<file path="src/include/flash_read_map.svh">
// Address map, command codes, buffer selects, reset values and timing counts of the flash read port.
// Assumes a 25 MHz system clock; included by the package users by bare name.
`ifndef FLASH_READ_MAP_SVH
`define FLASH_READ_MAP_SVH
`define RSV_MAIN_LO 16'h0A00
`define RSV_MAIN_HI 16'h7FFF
`define RSV_REG_LO 16'h9000
`define RSV_REG_HI 16'hEFFF
`define LAT_RESET 3'h4
`define LAT_MAX 3'h7
`define LAT_MIN 3'h3
`define CMD_LOAD 16'h0000
`define CMD_CACHE_FIRST 16'h000E
`define CMD_CACHE_NEXT 16'h000F
`define CMD_CACHE_FINISH 16'h000C
`define BSA_RAM0 4'h8
`define BSA_RAM1 4'hC
`define SENSE_CYCLES 8'h20
`define XFER_CYCLES 8'h10
`endif

</file>
<file path="src/include/flash_read_pkg.sv">
// Types shared by the flash read port and its helpers.
// Assumes the map header supplies all numeric constants.
package flash_read_pkg;
  typedef enum logic [2:0] {BL_CONT, BL_4, BL_8, BL_16, BL_32} burst_len_e;
  typedef enum logic [1:0] {RD_IDLE, RD_LAT, RD_BURST} read_state_e;
  typedef enum logic [2:0] {CR_IDLE, CR_LOAD_SENSE, CR_LOAD_XFER, CR_OVERLAP, CR_WAIT,
    CR_FINISH_XFER} cache_state_e;
endpackage

</file>
<file path="src/design/read_fifo.sv">
// Small flop FIFO in the read data path toward the pins.
// Assumes one clock and a synchronous active-high reset.
`timescale 1ns/1ps
module read_fifo #(
  parameter int WIDTH = 16,
  parameter int DEPTH = 4
) (
  input wire logic clk,
  input wire logic sys_rst,
  input wire logic flush,
  input wire logic in_valid,
  output logic in_ready,
  input wire logic [WIDTH-1:0] in_data,
  output logic out_valid,
  input wire logic out_ready,
  output logic [WIDTH-1:0] out_data
);
  localparam int AW = $clog2(DEPTH);
  logic [WIDTH-1:0] mem_r [DEPTH];
  logic [AW-1:0] wr_r;
  logic [AW-1:0] rd_r;
  logic [AW:0] cnt_r;
  logic push;
  logic pop;
  assign in_ready = (cnt_r != (AW+1)'(DEPTH));
  assign out_valid = (cnt_r != '0);
  assign out_data = mem_r[rd_r];
  assign push = in_valid && in_ready;
  assign pop = out_valid && out_ready;
  always_ff @(posedge clk) begin
    if (push) begin
      mem_r[wr_r] <= in_data;
    end
  end
  always_ff @(posedge clk) begin
    if (sys_rst || flush) begin
      wr_r <= '0;
      rd_r <= '0;
      cnt_r <= '0;
    end else begin
      if (push) begin
        wr_r <= (wr_r == AW'(DEPTH-1)) ? '0 : wr_r + 1'b1;
      end
      if (pop) begin
        rd_r <= (rd_r == AW'(DEPTH-1)) ? '0 : rd_r + 1'b1;
      end
      cnt_r <= cnt_r + (AW+1)'(push) - (AW+1)'(pop);
    end
  end
endmodule

</file>
<file path="src/design/burst_addr_gen.sv">
// Next burst address: wraps inside the aligned group for fixed lengths.
// Assumes the caller holds the current address in a register.
`timescale 1ns/1ps
module burst_addr_gen
  import flash_read_pkg::*;
(
  input wire logic [15:0] addr,
  input wire burst_len_e len,
  output logic [15:0] next_addr
);
  logic [15:0] mask;
  always_comb begin
    unique case (len)
      BL_4: mask = 16'h0003;
      BL_8: mask = 16'h0007;
      BL_16: mask = 16'h000F;
      BL_32: mask = 16'h001F;
      default: mask = 16'hFFFF;
    endcase
    next_addr = (addr & ~mask) | ((addr + 16'h0001) & mask);
  end
endmodule

</file>
<file path="src/design/flash_host_read_port.sv">
// Host read port of the flash: async and burst reads of buffer memory, cache read control.
// Assumes host pins are synchronous to clk; the buffer memory answers reads combinationally.
`timescale 1ns/1ps
`include "flash_read_map.svh"
module flash_host_read_port
  import flash_read_pkg::*;
(
  input wire logic clk,
  input wire logic sys_rst,
  input wire logic chip_select_n,
  input wire logic output_enable_n,
  input wire logic write_enable_n,
  input wire logic address_latch_strobe_n,
  input wire logic hardware_reset_input_n,
  input wire logic soft_reset,
  input wire logic burst_clk_en,
  input wire logic [15:0] addr_in,
  input wire logic [15:0] data_in,
  output logic [15:0] data_out,
  output logic data_oe,
  output logic ready,
  input wire logic read_mode_select,
  input wire logic write_mode_select,
  input wire logic [2:0] burst_read_latency,
  input wire logic latency_write,
  input wire logic high_frequency_flag,
  input wire burst_len_e burst_length,
  output logic [2:0] latency_setting,
  output logic [15:0] mem_addr,
  input wire logic [15:0] mem_rdata,
  input wire logic cmd_write,
  input wire logic [15:0] cmd_code,
  input wire logic addr_write,
  input wire logic auto_int_mode,
  input wire logic int_clear,
  input wire logic [3:0] buffer_select_addr,
  input wire logic [1:0] buffer_sector_count,
  input wire logic [15:0] flash_block_addr,
  input wire logic [5:0] flash_page_addr,
  input wire logic [1:0] flash_sector_addr,
  input wire logic [15:0] copy_block_addr,
  input wire logic [5:0] copy_page_addr,
  input wire logic [1:0] copy_sector_addr,
  output logic int_out,
  output logic sense_active,
  output logic xfer_active,
  output logic [3:0] xfer_buffer,
  output logic [15:0] sense_block,
  output logic [5:0] sense_page,
  output logic cache_fail,
  output logic addr_accepted
);
  read_state_e rd_state_r;
  cache_state_e cr_state_r;
  logic [2:0] lat_r;
  logic [2:0] lat_cnt_r;
  logic [15:0] addr_r;
  logic [15:0] next_addr;
  logic async_valid_r;
  logic ready_r;
  logic [15:0] data_r;
  logic burst_live;
  logic stop_burst;
  logic reserved;
  logic f_in_valid;
  logic f_in_ready;
  logic f_out_valid;
  logic [15:0] f_out_data;
  logic cycle_start;
  logic [7:0] sense_cnt_r;
  logic [7:0] xfer_cnt_r;
  logic sense_busy_r;
  logic xfer_busy_r;
  logic [3:0] bsa_r;
  logic [1:0] addr_sets_r;
  logic finish_pending_r;
  logic int_r;
  logic fail_r;
  logic acc_r;
  logic [15:0] pend_block_r;
  logic [5:0] pend_page_r;
  logic is_cache_cmd;
  logic first_r;
  logic [15:0] next_block_r;
  logic [5:0] next_page_r;

  assign latency_setting = lat_r;

  // Latency programming; out-of-range values are clamped
  always_ff @(posedge clk) begin
    if (sys_rst) begin
      lat_r <= `LAT_RESET;
    end else if (latency_write) begin
      if (burst_read_latency < `LAT_MIN) begin
        lat_r <= `LAT_MIN;
      end else begin
        lat_r <= burst_read_latency;
      end
    end
  end

  assign reserved = ((addr_r >= `RSV_MAIN_LO) && (addr_r <= `RSV_MAIN_HI)) ||
    ((addr_r >= `RSV_REG_LO) && (addr_r <= `RSV_REG_HI));
  assign stop_burst = chip_select_n || !hardware_reset_input_n || soft_reset ||
    !write_enable_n;
  assign burst_live = (rd_state_r == RD_BURST) && !stop_burst;
  assign mem_addr = addr_r;

  burst_addr_gen u_addr (
    .addr(addr_r),
    .len(burst_length),
    .next_addr(next_addr)
  );

  // Burst sequencing
  always_ff @(posedge clk) begin
    if (sys_rst || stop_burst) begin
      rd_state_r <= RD_IDLE;
      lat_cnt_r <= '0;
      ready_r <= 1'b0;
    end else begin
      ready_r <= 1'b0;
      unique case (rd_state_r)
        RD_IDLE: begin
          if (!address_latch_strobe_n && burst_clk_en &&
              (read_mode_select || !write_mode_select)) begin
            rd_state_r <= RD_LAT;
            lat_cnt_r <= 3'h1;
          end
        end
        RD_LAT: begin
          if (burst_clk_en) begin
            lat_cnt_r <= lat_cnt_r + 3'h1;
            if (lat_cnt_r == lat_r - 3'h1) begin
              ready_r <= !reserved;
            end
            if (lat_cnt_r == lat_r) begin
              rd_state_r <= RD_BURST;
            end
          end
        end
        RD_BURST: begin
          rd_state_r <= RD_BURST;
        end
      endcase
    end
  end
  assign ready = ready_r;

  // Address register: strobe latches, burst edges advance
  always_ff @(posedge clk) begin
    if (sys_rst) begin
      addr_r <= '0;
    end else if (!address_latch_strobe_n && !chip_select_n && write_enable_n) begin
      addr_r <= addr_in;
    end else if (burst_live && burst_clk_en && f_in_ready) begin
      addr_r <= next_addr;
    end
  end

  // Words enter the FIFO one per enabled clock edge during the burst, none while the address is reserved
  assign f_in_valid = burst_live && burst_clk_en && !reserved;
  assign cycle_start = !address_latch_strobe_n && !chip_select_n;

  read_fifo #(
    .WIDTH(16),
    .DEPTH(4)
  ) u_fifo (
    .clk(clk),
    .sys_rst(sys_rst),
    .flush(stop_burst || cycle_start),
    .in_valid(f_in_valid),
    .in_ready(f_in_ready),
    .in_data(mem_rdata),
    .out_valid(f_out_valid),
    .out_ready(burst_clk_en && !output_enable_n),
    .out_data(f_out_data)
  );

  // First word appears asynchronously after the strobe, independent of latency
  always_ff @(posedge clk) begin
    if (sys_rst || chip_select_n) begin
      async_valid_r <= 1'b0;
      data_r <= '0;
    end else if (!address_latch_strobe_n && write_enable_n) begin
      async_valid_r <= 1'b1;
      data_r <= mem_rdata;
    end else if (!read_mode_select || (rd_state_r == RD_LAT && lat_cnt_r == 3'h1)) begin
      // The strobe edge still shows the old address; the latched word lands one edge later
      data_r <= mem_rdata;
    end else if (f_out_valid && burst_clk_en) begin
      data_r <= f_out_data;
    end
  end
  assign data_out = data_r;
  assign data_oe = !chip_select_n && !output_enable_n && async_valid_r;

  // Cache read sequencing
  assign is_cache_cmd = (cmd_code == `CMD_CACHE_FIRST) || (cmd_code == `CMD_CACHE_NEXT) ||
    (cmd_code == `CMD_CACHE_FINISH);
  always_ff @(posedge clk) begin
    if (sys_rst) begin
      cr_state_r <= CR_IDLE;
      sense_busy_r <= 1'b0;
      xfer_busy_r <= 1'b0;
      sense_cnt_r <= '0;
      xfer_cnt_r <= '0;
      bsa_r <= `BSA_RAM0;
      addr_sets_r <= '0;
      finish_pending_r <= 1'b0;
      fail_r <= 1'b0;
      pend_block_r <= '0;
      pend_page_r <= '0;
      first_r <= 1'b0;
      next_block_r <= '0;
      next_page_r <= '0;
    end else begin
      if (sense_busy_r) begin
        sense_cnt_r <= sense_cnt_r - 8'h01;
        if (sense_cnt_r == 8'h01) begin
          sense_busy_r <= 1'b0;
        end
      end
      if (xfer_busy_r) begin
        xfer_cnt_r <= xfer_cnt_r - 8'h01;
        if (xfer_cnt_r == 8'h01) begin
          xfer_busy_r <= 1'b0;
        end
      end
      if (cmd_write && cr_state_r != CR_IDLE && !is_cache_cmd) begin
        fail_r <= 1'b1;
        first_r <= 1'b0;
        cr_state_r <= CR_IDLE;
      end else begin
        unique case (cr_state_r)
          CR_IDLE: begin
            if (cmd_write && cmd_code == `CMD_LOAD) begin
              sense_busy_r <= 1'b1;
              sense_cnt_r <= `SENSE_CYCLES;
              bsa_r <= buffer_select_addr;
              cr_state_r <= CR_LOAD_SENSE;
            end else if (cmd_write && cmd_code == `CMD_CACHE_FIRST &&
                copy_sector_addr == 2'h0 && flash_sector_addr == 2'h0 &&
                buffer_sector_count == 2'h0 &&
                (buffer_select_addr == `BSA_RAM0 ||
                 buffer_select_addr == `BSA_RAM1)) begin
              fail_r <= 1'b0;
              bsa_r <= buffer_select_addr;
              sense_busy_r <= 1'b1;
              sense_cnt_r <= `SENSE_CYCLES;
              // First page comes from the copy fields; the second waits for the overlap
              pend_block_r <= copy_block_addr;
              pend_page_r <= copy_page_addr;
              next_block_r <= flash_block_addr;
              next_page_r <= flash_page_addr;
              first_r <= 1'b1;
              addr_sets_r <= 2'h1;
              finish_pending_r <= 1'b0;
              cr_state_r <= CR_OVERLAP;
            end else if (cmd_write && cmd_code == `CMD_CACHE_FIRST) begin
              fail_r <= 1'b1;
            end
          end
          CR_LOAD_SENSE: begin
            if (!sense_busy_r) begin
              xfer_busy_r <= 1'b1;
              xfer_cnt_r <= `XFER_CYCLES;
              cr_state_r <= CR_LOAD_XFER;
            end
          end
          CR_LOAD_XFER: begin
            if (!xfer_busy_r) begin
              cr_state_r <= CR_IDLE;
            end
          end
          CR_OVERLAP: begin
            if (first_r) begin
              if (!sense_busy_r) begin
                xfer_busy_r <= 1'b1;
                xfer_cnt_r <= `XFER_CYCLES;
                sense_busy_r <= 1'b1;
                sense_cnt_r <= `SENSE_CYCLES;
                pend_block_r <= next_block_r;
                pend_page_r <= next_page_r;
                first_r <= 1'b0;
              end
            end else if (!sense_busy_r && !xfer_busy_r) begin
              cr_state_r <= CR_WAIT;
            end
          end
          CR_WAIT: begin
            if (cmd_write && cmd_code == `CMD_CACHE_NEXT) begin
              xfer_busy_r <= 1'b1;
              xfer_cnt_r <= `XFER_CYCLES;
              sense_busy_r <= 1'b1;
              sense_cnt_r <= `SENSE_CYCLES;
              pend_block_r <= flash_block_addr;
              pend_page_r <= flash_page_addr;
              if (addr_sets_r != 2'h3) begin
                addr_sets_r <= addr_sets_r + 2'h1;
              end
              bsa_r <= (bsa_r == `BSA_RAM0) ? `BSA_RAM1 : `BSA_RAM0;
              cr_state_r <= CR_OVERLAP;
            end else if (cmd_write && cmd_code == `CMD_CACHE_FINISH) begin
              xfer_busy_r <= 1'b1;
              xfer_cnt_r <= `XFER_CYCLES;
              bsa_r <= (bsa_r == `BSA_RAM0) ? `BSA_RAM1 : `BSA_RAM0;
              finish_pending_r <= 1'b1;
              cr_state_r <= CR_FINISH_XFER;
            end
          end
          CR_FINISH_XFER: begin
            if (!xfer_busy_r) begin
              finish_pending_r <= 1'b0;
              cr_state_r <= CR_IDLE;
            end
          end
        endcase
      end
    end
  end

  // Interrupt line: lowered by cache commands in auto mode or a host clear, not by a load; set wins over a host clear on the same edge
  always_ff @(posedge clk) begin
    if (sys_rst) begin
      int_r <= 1'b1;
    end else if (((cr_state_r == CR_OVERLAP && !first_r) || cr_state_r == CR_FINISH_XFER ||
        cr_state_r == CR_LOAD_XFER) && !xfer_busy_r && !sense_busy_r) begin
      int_r <= 1'b1;
    end else if (cmd_write && auto_int_mode && is_cache_cmd) begin
      int_r <= 1'b0;
    end else if (int_clear) begin
      int_r <= 1'b0;
    end
  end

  // Address writes while busy honoured from the second setting onward
  always_ff @(posedge clk) begin
    if (sys_rst) begin
      acc_r <= 1'b0;
    end else begin
      acc_r <= addr_write && (int_r || addr_sets_r >= 2'h2);
    end
  end

  assign int_out = int_r;
  assign sense_active = sense_busy_r;
  assign xfer_active = xfer_busy_r;
  assign xfer_buffer = bsa_r;
  assign sense_block = pend_block_r;
  assign sense_page = pend_page_r;
  assign cache_fail = fail_r;
  assign addr_accepted = acc_r;
endmodule

</file>
<file path="config.mk">
export PLATFORM = sky130hd
export DESIGN_NAME = flash_host_read_port
export DESIGN_NICKNAME = d
export VERILOG_FILES = /design/src/include/flash_read_pkg.sv /design/src/design/read_fifo.sv /design/src/design/burst_addr_gen.sv /design/src/design/flash_host_read_port.sv
export VERILOG_INCLUDE_DIRS = /design/src /design/src/include
export SDC_FILE = /design/constraint.sdc
export NUM_CORES = 1
export LEC_CHECK = 0
export ABC_AREA = 1
export BUFFER_PORTS_ARGS = -buffer_cell sky130_fd_sc_hd__buf_2
export CELL_PAD_IN_SITES_DETAIL_PLACEMENT = 0
export CELL_PAD_IN_SITES_GLOBAL_PLACEMENT = 1
export CORE_MARGIN = 5
export CORE_UTILIZATION = 30
export CTS_CLUSTER_SIZE = 24
export DETAILED_ROUTE_END_ITERATION = 8
export HOLD_SLACK_MARGIN = 0.15
export PLACE_DENSITY = 0.72
export SLEW_MARGIN = 20
export SYNTH_ARGS = -nofsm -noshare
export SYNTH_HDL_FRONTEND = slang
export SYNTH_SLANG_ARGS = --single-unit
</file>
<file path="constraint.sdc">
create_clock -name clk -period 2.4 [get_ports clk]
set_input_delay 0.48 -clock clk [delete_from_list [all_inputs] [get_ports clk]]
set_output_delay 0.48 -clock clk [all_outputs]
set_load 0.01 [all_outputs]
</file>
# Yosys cells after proc, flatten, opt, wreduce, memory -nomap -nowiden
# Memories as Yosys holds them, arrays and structs flattened. A register that Yosys moved wholly into a read port is not among the register bits.
# Index checks and enable logic that the tools add are counted.
classes:
  add_sub_neg: 10
  magnitude_cmp: 6
  n_eq_ne: 42
  muxes: 96
  bitwise: 9
  reduce_logical: 94
ops:
  columns: ["cell", "count"]
  rows:
  - ["$mux 16", 10]
  - ["$mux 8", 13]
  - ["$pmux 16 s4", 1]
  - ["$eq 16x4->1 const B", 3]
  - ["$pmux 16 s3", 1]
  - ["$pmux 8 s3", 2]
  - ["$mux 3", 12]
  - ["$logic_and 1x1->1", 35]
  - ["$and 16x16->16", 2]
  - ["$mux 6", 5]
  - ["$ne 2x2->1 const B", 15]
  - ["$mux 1", 28]
  - ["$mux 2", 11]
  - ["$pmux 6 s3", 1]
  - ["$add 16x1->16 const B", 1]
  - ["$eq 8x1->1 const B", 2]
  - ["$ge 16x12->1 const B", 1]
  - ["$ge 16x16->1 const B", 1]
  - ["$le 16x15->1 const B", 1]
  - ["$le 16x16->1 const B", 1]
  - ["$logic_not 16->1", 1]
  - ["$logic_or 1x1->1", 16]
  - ["$mux 4", 4]
  - ["$not 16->16", 1]
  - ["36 further kinds", 89]
word_totals:
  register_bits: 124
  ramBits: 64
  input_bits: 141
  out_inout_bits: 68
  word_cells: 283
  n_memories: 1
memory_table:
  columns: ["memory", "words", "word_bits", "read_ports", "rd_ports_with_merged_regs", "wr", "line", "text"]
  rows:
  - ["u_fifo.mem_r", 4, 16, 1, 1, 1, "read_fifo.sv:19", "logic [WIDTH-1:0] mem_r [DEPTH];"]

# Logic depth before layout (Yosys ltp)
logic_depth:
  depth_word: 11
  mapped_depth: 12
  ltp_nobuf: 11

# By module
# Synthesis repeated with hierarchy kept, for this count alone.
unflattened:
  cells_unflattened: 1228
  hier_area_um2: 9535.4
by_module_without_submodules:
  columns: ["module", "instances", "cells_per_inst", "area_each_um2", "seq_area_each_um2"]
  rows:
  - ["flash_host_read_port", 1, 902, 6149.6, 2342.2]
  - ["read_fifo", 1, 217, 2852.7, 2102.0]
  - ["burst_addr_gen", 1, 109, 533.0, 0.0]

# Worst setup path before layout
# Ideal clock, no wire load.
synth_path:
  kind: "input port to flip-flop"
  from: "in chip_select_n"
  to: "mem u_fifo.mem_r[0][0] (enable)"
  setup_time_ns: 0.389
  arrival_time_ns: 1.960
  t_required_ns: 2.011
  slack_ns: 0.052
  stages: 5
  n_path_buf: 0
  cell_sequence: "nor3_1 -> nand4_1 -> nor2_1 -> inv_1 -> nor2_1"
synth_via:
  elab_chain_len: 10
synth_rtl:
  columns: ["element", "line", "text"]
  rows:
  - ["from (decl)", "flash_host_read_port.sv:10", "input wire logic chip_select_n,"]
  - ["$logic_or 1x1->1 (3 in series)", "flash_host_read_port.sv:104", "assign stop_burst = chip_select_n || !hardware_reset_input_n || soft_reset ||"]
  - ["$logic_not 1->1", "flash_host_read_port.sv:106", "assign burst_live = (rd_state_r == RD_BURST) && !stop_burst;"]
  - ["$logic_and 1x1->1", "flash_host_read_port.sv:106", null]
  - ["$logic_and 1x1->1 (2 in series)", "flash_host_read_port.sv:162", "assign f_in_valid = burst_live && burst_clk_en && !reserved;"]
  - ["$logic_and 1x1->1", "read_fifo.sv:28", "assign push = in_valid && in_ready;"]
  - ["net u_fifo.push", "read_fifo.sv:23", "logic push;"]
  - ["$mux 1", "read_fifo.sv:31", "if (push) begin"]
  - ["$mux 1 (not written as such)", "read_fifo.sv:32", "mem_r[wr_r] <= in_data;"]
  - ["to (decl)", "read_fifo.sv:19", null]
# The timed path passes the listed nets, and every way through them passes these cells.

# Worst setup path in the final report
layout_path:
  from: "reg u_fifo.cnt_r[1]"
  to: "reg u_fifo.cnt_r[2]"
layout_via:
  word_cells_on_any_way: 6
  cone_classes: "add/sub: 2; eq/ne: 1; reduce/logical: 3"
layout_rtl:
  columns: ["element", "line", "text"]
  rows:
  - ["from (decl)", "read_fifo.sv:22", "logic [AW:0] cnt_r;"]
  - ["from (signal assigned)", "read_fifo.sv:47", "cnt_r <= cnt_r + (AW+1)'(push) - (AW+1)'(pop);"]
  - ["$reduce_bool 3->1", "read_fifo.sv:26", "assign out_valid = (cnt_r != '0);"]
  - ["$logic_and 1x1->1", "read_fifo.sv:29", "assign pop = out_valid && out_ready;"]
  - ["net u_fifo.pop", "read_fifo.sv:24", "logic pop;"]
  - ["$sub 3x1->3", "read_fifo.sv:47", null]
# The timed path passes the listed nets, and every way through them passes these cells.
# A chain may end at the register's enable or synchronous reset.

==> impl_metrics.csv <==
group,metric,value,unit
clock_network,clkSlewWorstSetupHoldPaths,80,ps
timing,max_clock_freq,468.4,MHz
layout,final_cell_mix,"nand2_1, buf_2, nor2_1",
global_routing,overflow,0,
global_routing,grt_usage,14.62,%
drt,vias,8007,
status,status,"completed",
clock_network,cts_sinks,190,
drt,first_iter_violations,423,
clock_network,postCtsSetupBuffers,0,
drt,ant_nets,0,
setup_path,reg2reg_from,"u_fifo.cnt_r[1]",
min_path,hp-start,"mem_rdata[12]",
drt,wirelength,24460,um
clock_network,cts_root_buf,"clkbuf_16",
run,max_cap_violations,0,
die,die_w,183.0,um
clock_network,cts_resized,0,
placed_design,routabilityCongestion,0.8212,
synth,syn_inst,1093,
synth,synth_cell_type_count,46,
synth,ys.flop_type,"dfxtp_1",
layout,fillers,3161,
setup_path,required,2720,ps
drt,drc,0,
pwr,ir_worst_vdd,586.8,uV
timing,slew_headroom,49.37,%
clock_network,cts_tree,"done",
clock_network,clk_latency,430,ps
synth,synth-seq-cells,190,
synth,syn_avg_cell_area,8.214,um2
min_path,hold_path_class,"input pin to register",
global_routing,antenna_found_initial,6,
pwr,leakagePower,4.622,nW
global_routing,grt_max_degree,44,
drt,wl_per_cell,14.36,um
timing,clock_skew,17.10,ps
synth,syn_area,8977,um2
setup_path,startpoint,"u_fifo.cnt_r[1]",
synth,yosysTopAreaCell,"dfxtp_1",
placed_design,dp.cells,1670,
timing,tns,0,ps
clock_network,htree_levels,4,
setup_path,cp-end-kind,"register",
synth,yosysSeqAreaShare,49.51,%
pwr,power_density,882.5,nW/um2
synth,yosys_warnings,0,
layout,final_nets,1463,
setup_path,path_max_fanout,5,
clock_network,numCtsBuffers,17,
die,core_area,29560,um2
timing,rsz0062_at_grt,"false",
setup_path,crit_type,"register to register",
layout,layout-drive-gt1-share,22.41,%
drt,first_pass_iters,5,
die,die_h,183.0,um
synth,synth_edf_count,64,
synth,ys_top_cells_by_area,"dfxtp_1, edfxtp_1, nand2_1",
global_routing,grt_pass1_wl,40110,um
layout,final_util,37.61,%
synth,synth-async-reset-ratio,0,%
timing,finalSetupViolCount,0,
die,row_count,63,
timing,fin_crit,2135,ps
clock_network,clk_path_buf_depth,2,
setup_path,start_kind,"register",
global_routing,grt_pass1_vias,7874,
layout,stdcell_count,1704,
placed_design,portBuffers,191,
die,ios,209,
setup_path,cp.arrival,2460,ps
placed_design,dpl.hpwl,17850,um
timing,hold_viol,0,
pwr,power,9.810,mW
synth,synth_top_area_share,28.10,%
timing,slew_viol_final,0,
die,dieArea,33480,um2
die,initial_core_util,30.37,%
synth,syn_nets,1257,
layout,layout_commonest_cell,"nand2_1",
timing,period_share,88.95,%
drt,vias_per_cell,4.699,
layout,syn2layout_area_growth,23.83,%
timing,tightest_slew,758.6,ps
clock_network,cts_hold_buf,0,
-- cells in the mapped netlist, types with 2 or more instances --
| master | instances |
|---|---|
| nand2_1 | 201 |
| nor2_1 | 183 |
| dfxtp_1 | 126 |
| inv_1 | 101 |
| a21oi_1 | 75 |
| o21ai_0 | 75 |
| edfxtp_1 | 64 |
| nand3_1 | 35 |
| clkbuf_1 | 24 |
| a221oi_1 | 23 |
| ha_1 | 22 |
| a211oi_1 | 20 |
| nand4_1 | 15 |
| xnor2_1 | 14 |
| o211ai_1 | 10 |
| a31oi_1 | 9 |
| buf_2 | 9 |
| nor3_1 | 9 |
| o221ai_1 | 9 |
| xor2_1 | 8 |
| inv_2 | 7 |
| nand2_2 | 6 |
| nor2_2 | 5 |
| or2_2 | 5 |
| buf_6 | 4 |
| a21boi_0 | 3 |
| nand3_2 | 3 |
| nor2_4 | 3 |
| nor4_1 | 3 |
| a22oi_1 | 2 |
| buf_1 | 2 |
| nand2_4 | 2 |
| o21bai_1 | 2 |
| o31ai_1 | 2 |
-- worst max-delay path: stages, from the launching register on --
cell and delay, ps:
dfxtp_1 340, o31ai_1 360, nor2_1 170, ha_1 310, inv_1 40, ha_1 190, fa_1 390, xnor2_1 170
nor2_1 60
-- flip-flops by register name (all words and copies together) (netlist names), 2 cells and up, named ones only --
name             flops
mem_addr             2
data_out            16
u_fifo.mem_r        64
xfer_cnt_r           8
next_block_r        16
latency_setting      3
sense_block         16
u_fifo.cnt_r         3
cr_state_r           3
next_page_r          6
lat_cnt_r            3
sense_cnt_r          8
addr_sets_r          2
xfer_buffer          4
u_fifo.wr_r          2
u_fifo.rd_r          2
sense_page           6
rd_state_r           2
-- path summary, 6_finish.rpt --
kind | endpoint | slack (ps) | cells after the start
setup / recovery | u_fifo.cnt_r[2] | 270 | 8
hold / removal | u_fifo.mem_r[2][12] | 290 | 1
setup reg to reg | u_fifo.cnt_r[2] | 270 | 8
hold reg to reg | next_block_r[0] | 450 | 2
-- metal layers --
metal	GRT usage [%]	wire length [um]	up-vias	share of wire, %
li1	-	-	4100	-
met1	19.01	11150	3672	46
met2	24.36	11400	207	47
met3	4.304	1671	20	6.8
met4	2.950	187	8	0.76
met5	0	59	-	0.24
-- layout make-up --
| type | instances | area (um2) | share of cell area [%] |
|---|---|---|---|
| antenna | 2 | 5.005 | 0.04502 |
| clock buffer | 19 | 454.2 | 4.086 |
| clock inverter | 13 | 123.9 | 1.114 |
| inverter | 109 | 409.1 | 3.680 |
| multi-input combinational | 754 | 3929 | 35.34 |
| sequential | 190 | 4444 | 39.98 |
| tap | 390 | 488.0 | 4.389 |
| timing repair buffer | 227 | 1264 | 11.37 |
-- kinds of logic (layout without fill, tap and decap cells) --
family          after synthesis  after routing  share of synthesized area (%)
simple gates                472            472                          22.13
buf+inv                     149            368                          6.732
fa+ha+maj                    23             23                          3.289
flops                       190            190                          49.51
other cells                   0              2                              0
compound gates              237            237                          16.19
xor+xnor                     22             22                          2.146
-- stage by stage --
stage	cell area (um2)	worst slack, ps	hold slack [ps]
final	11120	265.2	285.3
after global routing	11110	101.6	264.6
after CTS	11110	260.7	268.9
after detailed placement	10530	110.9	443.5
after global placement	10530	103.4	436.9
after floorplan	8977	51.54	430.0
-- power breakdown --
| part | internal [mW] | switching (mW) |
|---|---|---|
| Combinational | 1.16 | 1.91 |
| Sequential | 3.69 | 0.257 |
| Clock | 1.44 | 1.35 |
| Total | 6.29 | 3.52 |
No activity file was read; power rests on OpenSTA's default activity.
